**src/design/sps_pkg.sv**
```systemverilog
package sps_pkg;

    // ----------------------------------------------------------------
    // Soft-start and thresholds
    // ----------------------------------------------------------------
    localparam int unsigned SS_STEPS = 2048;
    localparam int unsigned SS_W = 12;
    localparam logic [11:0] SS_LAST = 12'h7ff;
    // Reference code width; each ramp step adds one 2048th of the final reference.
    localparam int unsigned REF_W = 12;
    localparam logic [11:0] REF_ZERO = 12'h000;
    // Reference code at which under-voltage checking starts (0.6 V on a 12-bit scale).
    localparam logic [11:0] UV_ENABLE_REF = 12'h2ea;
    localparam int unsigned SYNC_W = 6;
    localparam logic [5:0] SYNC_RST = 6'h00;

    // ----------------------------------------------------------------
    // Sequencer states
    // ----------------------------------------------------------------
    typedef enum logic [2:0] {
        SPS_OFF,
        SPS_RAMP,
        SPS_RUN,
        SPS_HICCUP,
        SPS_CROWBAR
    } sps_state_e;

endpackage : sps_pkg

```
**src/design/sps_sync_if.sv**
```systemverilog
`timescale 1ns/10ps
interface sps_sync_if;
    logic [5:0] raw;
    logic [5:0] synced;
    modport src (output raw, input synced);
    modport snk (input raw, output synced);
endinterface : sps_sync_if

```
**src/design/sps_sync.sv**
```systemverilog
`timescale 1ns/10ps
module sps_sync
    import sps_pkg::*;
(
    // Clock and reset
    input wire logic i_clk_sys,
    input wire logic i_rst,
    // Signals
    sps_sync_if.snk bus
);
    logic [SYNC_W-1:0] meta_ff;
    logic [SYNC_W-1:0] sync_ff;

    // Two stages; the first is read only by the second.
    always_ff @(posedge i_clk_sys or posedge i_rst)
    begin
        if (i_rst)
        begin
            meta_ff <= SYNC_RST;
            sync_ff <= SYNC_RST;
        end
        else
        begin
            meta_ff <= bus.raw;
            sync_ff <= meta_ff;
        end
    end

    assign bus.synced = sync_ff;
endmodule : sps_sync

```
**src/design/sps_softstart_protection_sequencer.sv**
```systemverilog
`timescale 1ns/10ps
// Summary of operation
// - Power good low whenever sensed output is outside plus or minus twelve percent.
// - Power good low during soft-start; comparator used only after 2048 clocks.
// - Output below sixty percent for over one clock: all off, new soft-start.
// - With supply up, over-voltage latches both low sides on, high sides off.
// - Over-voltage drives fault pin high; cleared only by removing the main supply.
// - Under-voltage check waits for reference 0.6 V; over-voltage active with supply up and no inhibit.
// - Under-voltage threshold follows the ramp; over-voltage uses final reference.
// - Reference steps from zero to the selected final value in 2048 clocks.
// - Switching starts with the ramp; power good comparator enabled at ramp end.
// - Soft-start needs both control and driver supplies above turn-on threshold.
// - Either supply under-voltage during operation shuts the device down.
// - Inhibit turns off all transistors and protections while it persists, except the low sides of a latched crowbar.
// - The two phases switch 180 degrees apart.
module sps_softstart_protection_sequencer
    import sps_pkg::*;
#(
    parameter int unsigned REF_WIDTH = REF_W
)
(
    // Clock and reset
    input wire logic i_clk_sys,
    input wire logic i_rst,
    // Supplies and inhibit
    input wire logic i_ctrl_supply_ok,
    input wire logic i_driver_supply_ok,
    input wire logic i_osc_inhibit_pin,
    // Output sense comparators
    input wire logic i_sense_in_window,
    input wire logic i_sense_below_uv,
    input wire logic i_sense_above_ov,
    // Reference and oscillator
    input wire logic [sps_pkg::REF_W-1:0] i_final_ref,
    input wire logic i_osc_phase,
    // Reference outputs
    output logic [sps_pkg::REF_W-1:0] o_loop_ref,
    output logic [sps_pkg::REF_W-1:0] o_uv_ref,
    output logic [sps_pkg::REF_W-1:0] o_ov_ref,
    // Status
    output logic o_power_good_out,
    output logic o_pin_a,
    output logic o_soft_start_busy,
    // Gate enables
    output logic o_hs1_en,
    output logic o_ls1_en,
    output logic o_hs2_en,
    output logic o_ls2_en,
    output logic o_pwm_run,
    output logic o_phase1_sel,
    output logic o_phase2_sel
);
    import sps_pkg::*;

    // ----------------------------------------------------------------
    // Input synchronisation
    // ----------------------------------------------------------------
    sps_sync_if sync_bus ();
    assign sync_bus.raw = {i_sense_above_ov, i_sense_below_uv, i_sense_in_window,
                           i_osc_inhibit_pin, i_driver_supply_ok, i_ctrl_supply_ok};

    sps_sync u_sync (
        .i_clk_sys(i_clk_sys),
        .i_rst(i_rst),
        .bus(sync_bus.snk)
    );

    wire vcc_ok = sync_bus.synced[0];
    wire vdr_ok = sync_bus.synced[1];
    wire inhibit = sync_bus.synced[2];
    wire in_window = sync_bus.synced[3];
    wire below_uv = sync_bus.synced[4];
    wire above_ov = sync_bus.synced[5];

    // ----------------------------------------------------------------
    // State
    // ----------------------------------------------------------------
    sps_state_e state_ff;
    sps_state_e nxt_state;
    logic [SS_W-1:0] ss_cnt_ff;
    logic [SS_W-1:0] nxt_ss_cnt;
    logic uv_seen_ff;
    logic pg_ff;
    logic [REF_W-1:0] ref_ff;

    function automatic logic [REF_W-1:0] ramp_ref(input logic [SS_W-1:0] cnt,
                                                 input logic [REF_W-1:0] fin);
        logic [REF_W+SS_W-1:0] prod;
        prod = fin * ({1'b0, cnt} + (REF_W+SS_W)'(1));
        ramp_ref = prod[REF_W+SS_W-2 -: REF_W];
    endfunction : ramp_ref

    wire supplies_ok = vcc_ok && vdr_ok;
    // Inhibit overrides everything except an already latched crowbar, which only power clears.
    wire disable_all = inhibit || !supplies_ok;
    wire ramping = (state_ff == SPS_RAMP);
    wire ramp_done = ramping && (ss_cnt_ff == SS_LAST);
    wire uv_armed = (state_ff == SPS_RUN) || (ramping && (ref_ff >= UV_ENABLE_REF));
    // A single sample below threshold is tolerated; the second consecutive one trips.
    wire uv_trip = uv_armed && below_uv && uv_seen_ff;
    wire ov_trip = vcc_ok && !inhibit && above_ov;

    // ----------------------------------------------------------------
    // Sequencer
    // ----------------------------------------------------------------
    always_comb
    begin
        nxt_state = state_ff;
        nxt_ss_cnt = ss_cnt_ff;
        case (state_ff)
            SPS_OFF:
            begin
                nxt_ss_cnt = '0;
                if (ov_trip)
                    nxt_state = SPS_CROWBAR;
                else if (!disable_all)
                    nxt_state = SPS_RAMP;
            end
            SPS_RAMP:
            begin
                nxt_ss_cnt = ss_cnt_ff + SS_W'(1);
                if (!vcc_ok)
                    nxt_state = SPS_OFF;
                else if (ov_trip)
                    nxt_state = SPS_CROWBAR;
                else if (disable_all)
                    nxt_state = SPS_OFF;
                else if (uv_trip)
                    nxt_state = SPS_HICCUP;
                else if (ramp_done)
                    nxt_state = SPS_RUN;
            end
            SPS_RUN:
            begin
                if (!vcc_ok)
                    nxt_state = SPS_OFF;
                else if (ov_trip)
                    nxt_state = SPS_CROWBAR;
                else if (disable_all)
                    nxt_state = SPS_OFF;
                else if (uv_trip)
                    nxt_state = SPS_HICCUP;
            end
            SPS_HICCUP:
            begin
                // One cycle with everything off here, a further one in SPS_OFF, then a fresh ramp.
                nxt_ss_cnt = '0;
                nxt_state = SPS_OFF;
            end
            SPS_CROWBAR:
            begin
                if (!vcc_ok)
                    nxt_state = SPS_OFF;
            end
            default:
            begin
                nxt_state = SPS_OFF;
            end
        endcase
    end

    always_ff @(posedge i_clk_sys or posedge i_rst)
    begin
        if (i_rst)
        begin
            state_ff <= SPS_OFF;
            ss_cnt_ff <= '0;
            uv_seen_ff <= 1'b0;
        end
        else
        begin
            state_ff <= nxt_state;
            ss_cnt_ff <= nxt_ss_cnt;
            uv_seen_ff <= uv_armed && below_uv;
        end
    end

    // ----------------------------------------------------------------
    // References and power good
    // ----------------------------------------------------------------
    wire [REF_W-1:0] nxt_ref = (nxt_state == SPS_RAMP) ? ramp_ref(nxt_ss_cnt, i_final_ref)
                             : (nxt_state == SPS_RUN) ? i_final_ref : REF_ZERO;
    wire nxt_pg = (state_ff == SPS_RUN) && (nxt_state == SPS_RUN) && in_window;

    always_ff @(posedge i_clk_sys or posedge i_rst)
    begin
        if (i_rst)
        begin
            ref_ff <= REF_ZERO;
            pg_ff <= 1'b0;
        end
        else
        begin
            ref_ff <= nxt_ref;
            pg_ff <= nxt_pg;
        end
    end

    assign o_loop_ref = ref_ff;
    assign o_uv_ref = ref_ff;
    assign o_ov_ref = i_final_ref;
    assign o_power_good_out = pg_ff;
    assign o_soft_start_busy = ramping;

    // ----------------------------------------------------------------
    // Gate enables
    // ----------------------------------------------------------------
    // The crowbar keeps both low sides on even under inhibit, because only a loss of the
    // control supply may release the latch; shorting the output is the safe state.
    wire crowbar = (state_ff == SPS_CROWBAR);
    wire switching = ramping || (state_ff == SPS_RUN);
    assign o_pin_a = crowbar;
    assign o_pwm_run = switching;
    assign o_hs1_en = switching;
    assign o_hs2_en = switching;
    assign o_ls1_en = switching || crowbar;
    assign o_ls2_en = switching || crowbar;
    assign o_phase1_sel = switching && i_osc_phase;
    assign o_phase2_sel = switching && !i_osc_phase;
endmodule : sps_softstart_protection_sequencer

```
**config.mk**
```make
export PLATFORM = sky130hd
export DESIGN_NAME = sps_softstart_protection_sequencer
export DESIGN_NICKNAME = d
export VERILOG_FILES = /design/src/design/sps_pkg.sv /design/src/design/sps_sync_if.sv /design/src/design/sps_sync.sv /design/src/design/sps_softstart_protection_sequencer.sv
export SDC_FILE = /design/constraint.sdc
export NUM_CORES = 1
export LEC_CHECK = 0
export BUFFER_PORTS_ARGS = -buffer_cell sky130_fd_sc_hd__buf_4
export CORE_ASPECT_RATIO = 1.25
export CORE_MARGIN = 5
export CORE_UTILIZATION = 35
export DETAILED_ROUTE_END_ITERATION = 10
export GPL_TIMING_DRIVEN = 0
export MAX_ROUTING_LAYER = met4
export PLACE_DENSITY = 0.56
export SLEW_MARGIN = 15
export SYNTH_ARGS = -nofsm -noshare
export SYNTH_HDL_FRONTEND = slang
export SYNTH_SLANG_ARGS = --single-unit
```
**constraint.sdc**
```tcl
create_clock -name i_clk_sys -period 8.5 [get_ports i_clk_sys]
set_input_delay 0.425 -clock i_clk_sys [delete_from_list [all_inputs] [get_ports i_clk_sys]]
set_output_delay 0.425 -clock i_clk_sys [all_outputs]
set_load 0.05 [all_outputs]
```
==> run_results.csv, run 1 <==
group,metric,value,unit
clock_tree,cts.sinks,41,
clock_tree,cts_inserted_buffers,5,
pwr,p_sw_share,28.7,%
finish,fin_area,7700,um2
synthesis,synthArstFlopShare,100,%
timing,setup_viol_count_final,0,
placed_design,place_ws,122,ps
placed_design,globalplace.congestion,0.849,
floorplanning,rows,56,
grt,grt_pass1_wl,28800,um
route,wirelength,16800,um
setup_path,cp-end-kind,"flop",
finish,multiInputGateArea,4850,um2
floorplanning,dieArea,21900,um2
clock_tree,clk_pin_slew_worst_paths,60,ps
finish,num_antenna_cells,0,
grt,grt_usage,17.0,%
pwr,p_int,0.000348,W
placed_design,dp_hpwl,14100,um
finish,syn_to_final_growth,15.6,%
finish,final_common_cell,"inv_1",
placed_design,dpl-instance-area,7480,um2
setup_path,crit_top_cell,"fa_1",
setup_path,start_kind,"flop",
finish,final_net_count,986,
timing,finalSetupTns,0,ps
clock_tree,clock_latency,280,ps
setup_path,worstPathArrival,8160,ps
synthesis,yosysWarnings,0,
route,drt_iter0_drc,249,
pwr,seqPwrFrac,41.1,%
finish,n_fill_cell,1928,
run,maxCapViolCount,0,
timing,drv_slew,0,
floorplanning,fp.dieH,164,um
pwr,combPwrFrac,20.6,%
timing,whs,175,ps
clock_tree,cts_tree,"yes",
clock_tree,holdBufCountCts,0,
pwr,power.density,63.4,nW/um2
clock_tree,clockBufferDepth,2,
pwr,clkPwrFrac,38.4,%
grt,grt_max_degree,22,
synthesis,synth_seq_cells,41,
floorplanning,die_w,133,um
clock_tree,root_buffer,"clkbuf_16",
route,viasPerCell,4.80,
grt,antenna_found_initial,0,
route,drc,0,
timing,fin_skew,3.92,ps
setup_path,max_stage_delay,560,ps
pwr,leakage,4.06,nW
synthesis,synth-edff-count,0,
setup_path,cp_max_fo,10,
setup_path,cp_slowest_cell,"fa_1",
grt,grt_pass1_vias,5412,
timing,tightestPinTransition,797,ps
timing,timing.final.ws_setup,482,ps
clock_tree,htreeDepth,2,
finish,register_area,1030,um2
synthesis,ys.flop_type,"dfrtp_1",
route,avgRoutedWirePerCell,16.2,um
pwr,p_switching,0.000140,W
floorplanning,core,18800,um2
setup_path,critPathKind,"flop to flop",
route,antenna_left,0,
floorplanning,start_util,35.5,%
finish,drive_above_1_share,16.8,%
synthesis,synth_fp_nets,909,
route,drt_first_pass_iters,4,
finish,final_cell_mix,"inv_1, fa_1, nand2_1",
timing,min_period,8020,ps
synthesis,synth.distinct_cells,52,
outcome,status,"complete, no violations",
synthesis,syn_avg_cell_area,9.15,um2
synthesis,netlist_area,6660,um2
min_path,hp-class,"primary input to asynchronous set/reset pin",
grt,grt-ovfl-total,0,
pwr,max-vdd-ir-drop,0.0655,mV
synthesis,synth_cells,728,
synthesis,yosysSeqAreaShare,15.4,%
timing,maxSlewHeadroom,46.8,%
timing,min_period_over_period,94.3,%
floorplanning,io_pins,67,
setup_path,required,8640,ps
placed_design,io_buffers,66,
timing,rsz0062_at_grt,"no",
timing,timing.fmax,125,MHz
route,vias,4981,
timing,hold_viol_final,0,
[critical path, delay by kind of cell, from the launching register on]
| kind | cells | cell delay (ps) |
|---|---|---|
| adders and majority gates | 7 | 3140 |
| and+or+nand+nor | 9 | 1610 |
| AOI/OAI and AO/OA | 6 | 1360 |
| xor gates and xnor gates | 2 | 700 |
| buffers and inverters | 5 | 630 |
| DFF | 1 | 420 |
[worst paths after layout]
kind | start | to | slack [ps] | cells past startpoint
max | ss_cnt_ff[0] | o_loop_ref[11] | 480 | 29
min | i_rst | u_sync.meta_ff[1] | 180 | 2
max reg2reg | ss_cnt_ff[0] | o_loop_ref[11] | 480 | 29
min reg2reg | u_sync.meta_ff[3] | u_sync.bus.synced[3] | 350 | 0
max in group asynchronous | i_rst | o_loop_ref[4] | 7860 | 3
min in group i_clk_sys | i_sense_below_uv | u_sync.meta_ff[4] | 250 | 1
[cell type report]
type / count / share of cell area (%)
timing repair buffer: 70 / 7.08
multi-input combinational: 495 / 62.9
clock buffer: 7 / 1.85
buffer: 58 / 4.50
sequential: 41 / 13.3
inverter: 134 / 6.53
tap: 232 / 3.77
[cell usage after synthesis, types with 9 or more instances]
cell / n / share of area [%]
inv_1: 134 / 7.6
fa_1: 108 / 32
nand2_1: 98 / 5.5
and2_1: 70 / 6.6
ha_1: 52 / 9.8
dfrtp_1: 41 / 15
buf_4: 28 / 3.2
clkbuf_1: 21 / 1.2
a21oi_1: 18 / 1.4
nor2_1: 17 / 0.96
xnor2_1: 17 / 2.2
xor2_1: 12 / 1.6
a22o_1: 11 / 1.4
o21ai_0: 10 / 0.75
buf_2: 9 / 0.68
[through the flow]
step	utilization (%)	power, W	std cells
floorplan	-	0.000266	728
global placement	39.7	0.000304	1026
detailed placement	39.8	0.000306	1027
CTS	40.6	0.000495	1034
global route	41.0	0.000514	1037
finish	41.0	0.000488	1037
[logic make-up (layout without fill, tap and decap cells)]
group | count (synthesis) | after routing | share of synthesized area, %
adders and majority gates | 160 | 160 | 42.2
DFF | 41 | 41 | 15.4
buffers and inverters | 192 | 269 | 12.6
and+or+nand+nor | 234 | 234 | 17.9
AOI/OAI and AO/OA | 69 | 69 | 7.36
xor gates and xnor gates | 31 | 31 | 4.40
muxes | 1 | 1 | 0.150
[routing by layer]
| metal | up-vias | global-route usage (%) | wire, um |
|---|---|---|---|
| met4 | 0 | 2.53 | 156 |
| met2 | 93 | 29.5 | 8580 |
| met5 | - | - | 0 |
| met3 | 10 | 2.02 | 714 |
| li1 | 2384 | - | - |
| met1 | 2494 | 21.9 | 7380 |
[state kept, by name (all words and copies together) (netlist names)]
name	cells
o_power_good_out	1
u_sync.meta_ff	6
uv_seen_ff	1
u_sync.bus.synced	6
ss_cnt_ff	12
state_ff	3
o_loop_ref	12
[power groups by stage]
stage | clock network [W] | registers, W | logic, W
final | 0.000187 | 0.000200 | 0.000100
after global routing | 0.000200 | 0.000201 | 0.000113
after CTS | 0.000191 | 0.000200 | 0.000103
after detailed placement | 0 | 0.000204 | 0.000102
after global placement | 0 | 0.000204 | 0.000100
after floorplan | 0 | 0.000204 | 0.0000627
[repair_timing]
| action | CTS | global route |
|---|---|---|
| gates resized for setup | 0 | 16 |
| setup endpoints to repair | 0 | 3 |
| setup buffers | 0 | 3 |
Note: power is estimated with default switching activity, not from simulation.
==> inputs of run 2 (changes only) <==
--- a/config.mk
+++ b/config.mk
@@ -8,2 +8,4 @@
 export BUFFER_PORTS_ARGS = -buffer_cell sky130_fd_sc_hd__buf_4
+export CELL_PAD_IN_SITES_DETAIL_PLACEMENT = 1
+export CELL_PAD_IN_SITES_GLOBAL_PLACEMENT = 2
 export CORE_ASPECT_RATIO = 1.25
@@ -14,3 +16,3 @@
 export MAX_ROUTING_LAYER = met4
-export PLACE_DENSITY = 0.56
+export PLACE_DENSITY = 0.8
 export SLEW_MARGIN = 15
==> constraint.sdc (replaced) <==
create_clock -name i_clk_sys -period 8.5 [get_ports i_clk_sys]
set_input_delay 0 -clock i_clk_sys [delete_from_list [all_inputs] [get_ports i_clk_sys]]
set_output_delay 0 -clock i_clk_sys [all_outputs]
set_load 0.05 [all_outputs]
==> run 2 against run 1 <==
  * Die area is the same
  * Setup slack gained 88 ps
  * Total power grew 0.81%
  * Clock power is essentially flat
  * Sequential share of layout area shrank 0.16 points
  * Combinational power grew 5%
  * Wire length grew 15%
  * Maximum frequency grew 1.1%
  * Largest power group unchanged
==> run_results.csv, run 2 (same netlist as run 1, synthesis figures left out) <==
group,metric,value,unit
timing,fin_skew,3.85,ps
setup_path,rr_startpoint,"ss_cnt_ff[0]",
clock_tree,cts_tree,"yes",
finish,final_net_count,994,
setup_path,crit_top_cell,"fa_1",
grt,gr-usage-met1,22.7,%
setup_path,reg2reg_depth,29,
floorplanning,die_w,133,um
min_path,holdPathEnd,"o_loop_ref[10]",
clock_tree,cts.sinks,41,
grt,use_met3,1.72,%
grt,grt_max_degree,37,
grt,busiest_layer,"met2",
placed_design,place_ws,-167,ps
clock_tree,clock_latency,280,ps
route,avgRoutedWirePerCell,18.5,um
floorplanning,dieArea,21900,um2
timing,drv_slew,0,
grt,use_met2,34.3,%
route,wirelength,19400,um
min_path,hp-class,"primary input to flop",
route,drt_first_pass_iters,4,
floorplanning,fp.dieH,164,um
placed_design,placed_cells,1027,
setup_path,cp_slowest_cell,"fa_1",
floorplanning,io_pins,67,
placed_design,dp_hpwl,16400,um
setup_path,r2r_end,"o_loop_ref[11]",
min_path,whs_path_depth,2,
pwr,leakage,4.11,nW
floorplanning,rows,56,
grt,grt_pass1_wl,31500,um
finish,final_common_cell,"inv_1",
timing,maxSlewHeadroom,45.0,%
clock_tree,cts_inserted_buffers,5,
timing,hold_viol_final,0,
grt,grt-ovfl-total,0,
timing,tightestPinTransition,822,ps
setup_path,cp_top_family,"adder cells",
clock_tree,root_buffer,"clkbuf_16",
placed_design,io_buffers,66,
timing,finalSetupTns,0,ps
setup_path,crit_buf_inv,5,
grt,grt_usage,18.9,%
finish,fin_cells,1045,
pwr,power.density,63.1,nW/um2
setup_path,critPathKind,"flop to flop",
finish,final_cell_mix,"inv_1, fa_1, nand2_1, buf_4, and2_1",
clock_tree,clockBufferDepth,2,
finish,syn_to_final_growth,17.0,%
setup_path,r2r_slack,570,ps
route,antenna_left,0,
timing,timing.final.ws_setup,570,ps
clock_tree,htreeDepth,2,
setup_path,cp_max_fo,10,
finish,num_antenna_cells,0,
timing,timing.fmax,126,MHz
clock_tree,clk_pin_slew_worst_paths,60,ps
placed_design,globalplace.congestion,0.849,
timing,setup_viol_count_final,0,
finish,drive_above_1_share,17.2,%
timing,min_period_over_period,93.3,%
timing,min_period,7930,ps
grt,grt_pass1_vias,5824,
route,drc,0,
floorplanning,core,18800,um2
grt,antenna_found_initial,0,
min_path,hp-start,"i_final_ref[10]",
setup_path,start_kind,"flop",
setup_path,worstPathArrival,8090,ps
setup_path,required,8660,ps
setup_path,max_stage_delay,550,ps
route,drt_iter0_drc,150,
route,vias,5130,
setup_path,cp-end-kind,"flop",
outcome,status,"complete, no violations",
pwr,max-vdd-ir-drop,0.0602,mV
route,viasPerCell,4.91,
timing,rsz0062_at_grt,"no",
floorplanning,start_util,35.5,%
run,maxCapViolCount,0,
[run 2: report_power, final]
| part | total, W | internal, W | switching [W] |
|---|---|---|---|
| clock | 0.000187 | 0.000115 | 0.0000716 |
| sequential | 0.000201 | 0.000199 | 0.00000175 |
| combinational | 0.000105 | 0.0000361 | 0.0000689 |
[run 2: area by class of cell]
class | instances | area, um2
Multi-Input combinational cell | 495 | 4870
Fill cell | 2201 | 11000
Sequential cell | 41 | 1030
Inverter | 134 | 503
Buffer | 58 | 344
Timing Repair Buffer | 78 | 616
Clock buffer | 6 | 139
Clock inverter | 1 | 7.51
Tap cell | 232 | 290
[run 2: worst register-to-register path: cells and delay by family, from the launching register on]
kind	cells	cell delay, ps
AND/OR/NAND/NOR	8	1600
XOR/XNOR	3	800
adder cells (fa/ha/maj)	7	3230
flip-flops	1	400
AO/OA/AOI/OAI	6	1160
buffers and inverters	5	610
[run 2: layer usage]
| layer | share of wire [%] | vias up |
|---|---|---|
| met5 | 0 | - |
| met4 | 1.9 | 0 |
| met3 | 3.4 | 25 |
| met2 | 52 | 101 |
| met1 | 42 | 2615 |
| li1 | - | 2389 |
[run 2: worst max path at each step]
stage	start	to	cells past startpoint
after floorplan	state_ff[2]	o_loop_ref[11]	29
after global placement	state_ff[2]	o_loop_ref[11]	28
after detailed placement	ss_cnt_ff[0]	o_loop_ref[11]	28
after CTS	ss_cnt_ff[0]	o_loop_ref[11]	29
after global routing	ss_cnt_ff[0]	o_loop_ref[11]	29
final	ss_cnt_ff[0]	o_loop_ref[11]	29
[run 2: timing repair]
item,4_1_cts,5_1_grt
setup buffers,0,4
hold buffers,7,0
pin swaps,0,3
hold endpoints to repair,47,0
endpoints found under the setup margin,1,4
resized for setup,3,14
[run 2: stage by stage]
step	power [W]	area, um2	utilization, %	hold WS (ps)
after floorplan	0.000266	6660	-	31.4
after global placement	0.000305	7450	39.7	111
after detailed placement	0.000308	7470	39.8	-93.8
after CTS	0.000500	7700	41.0	6.73
after global routing	0.000518	7790	41.5	15.6
final	0.000492	7790	41.5	6.42
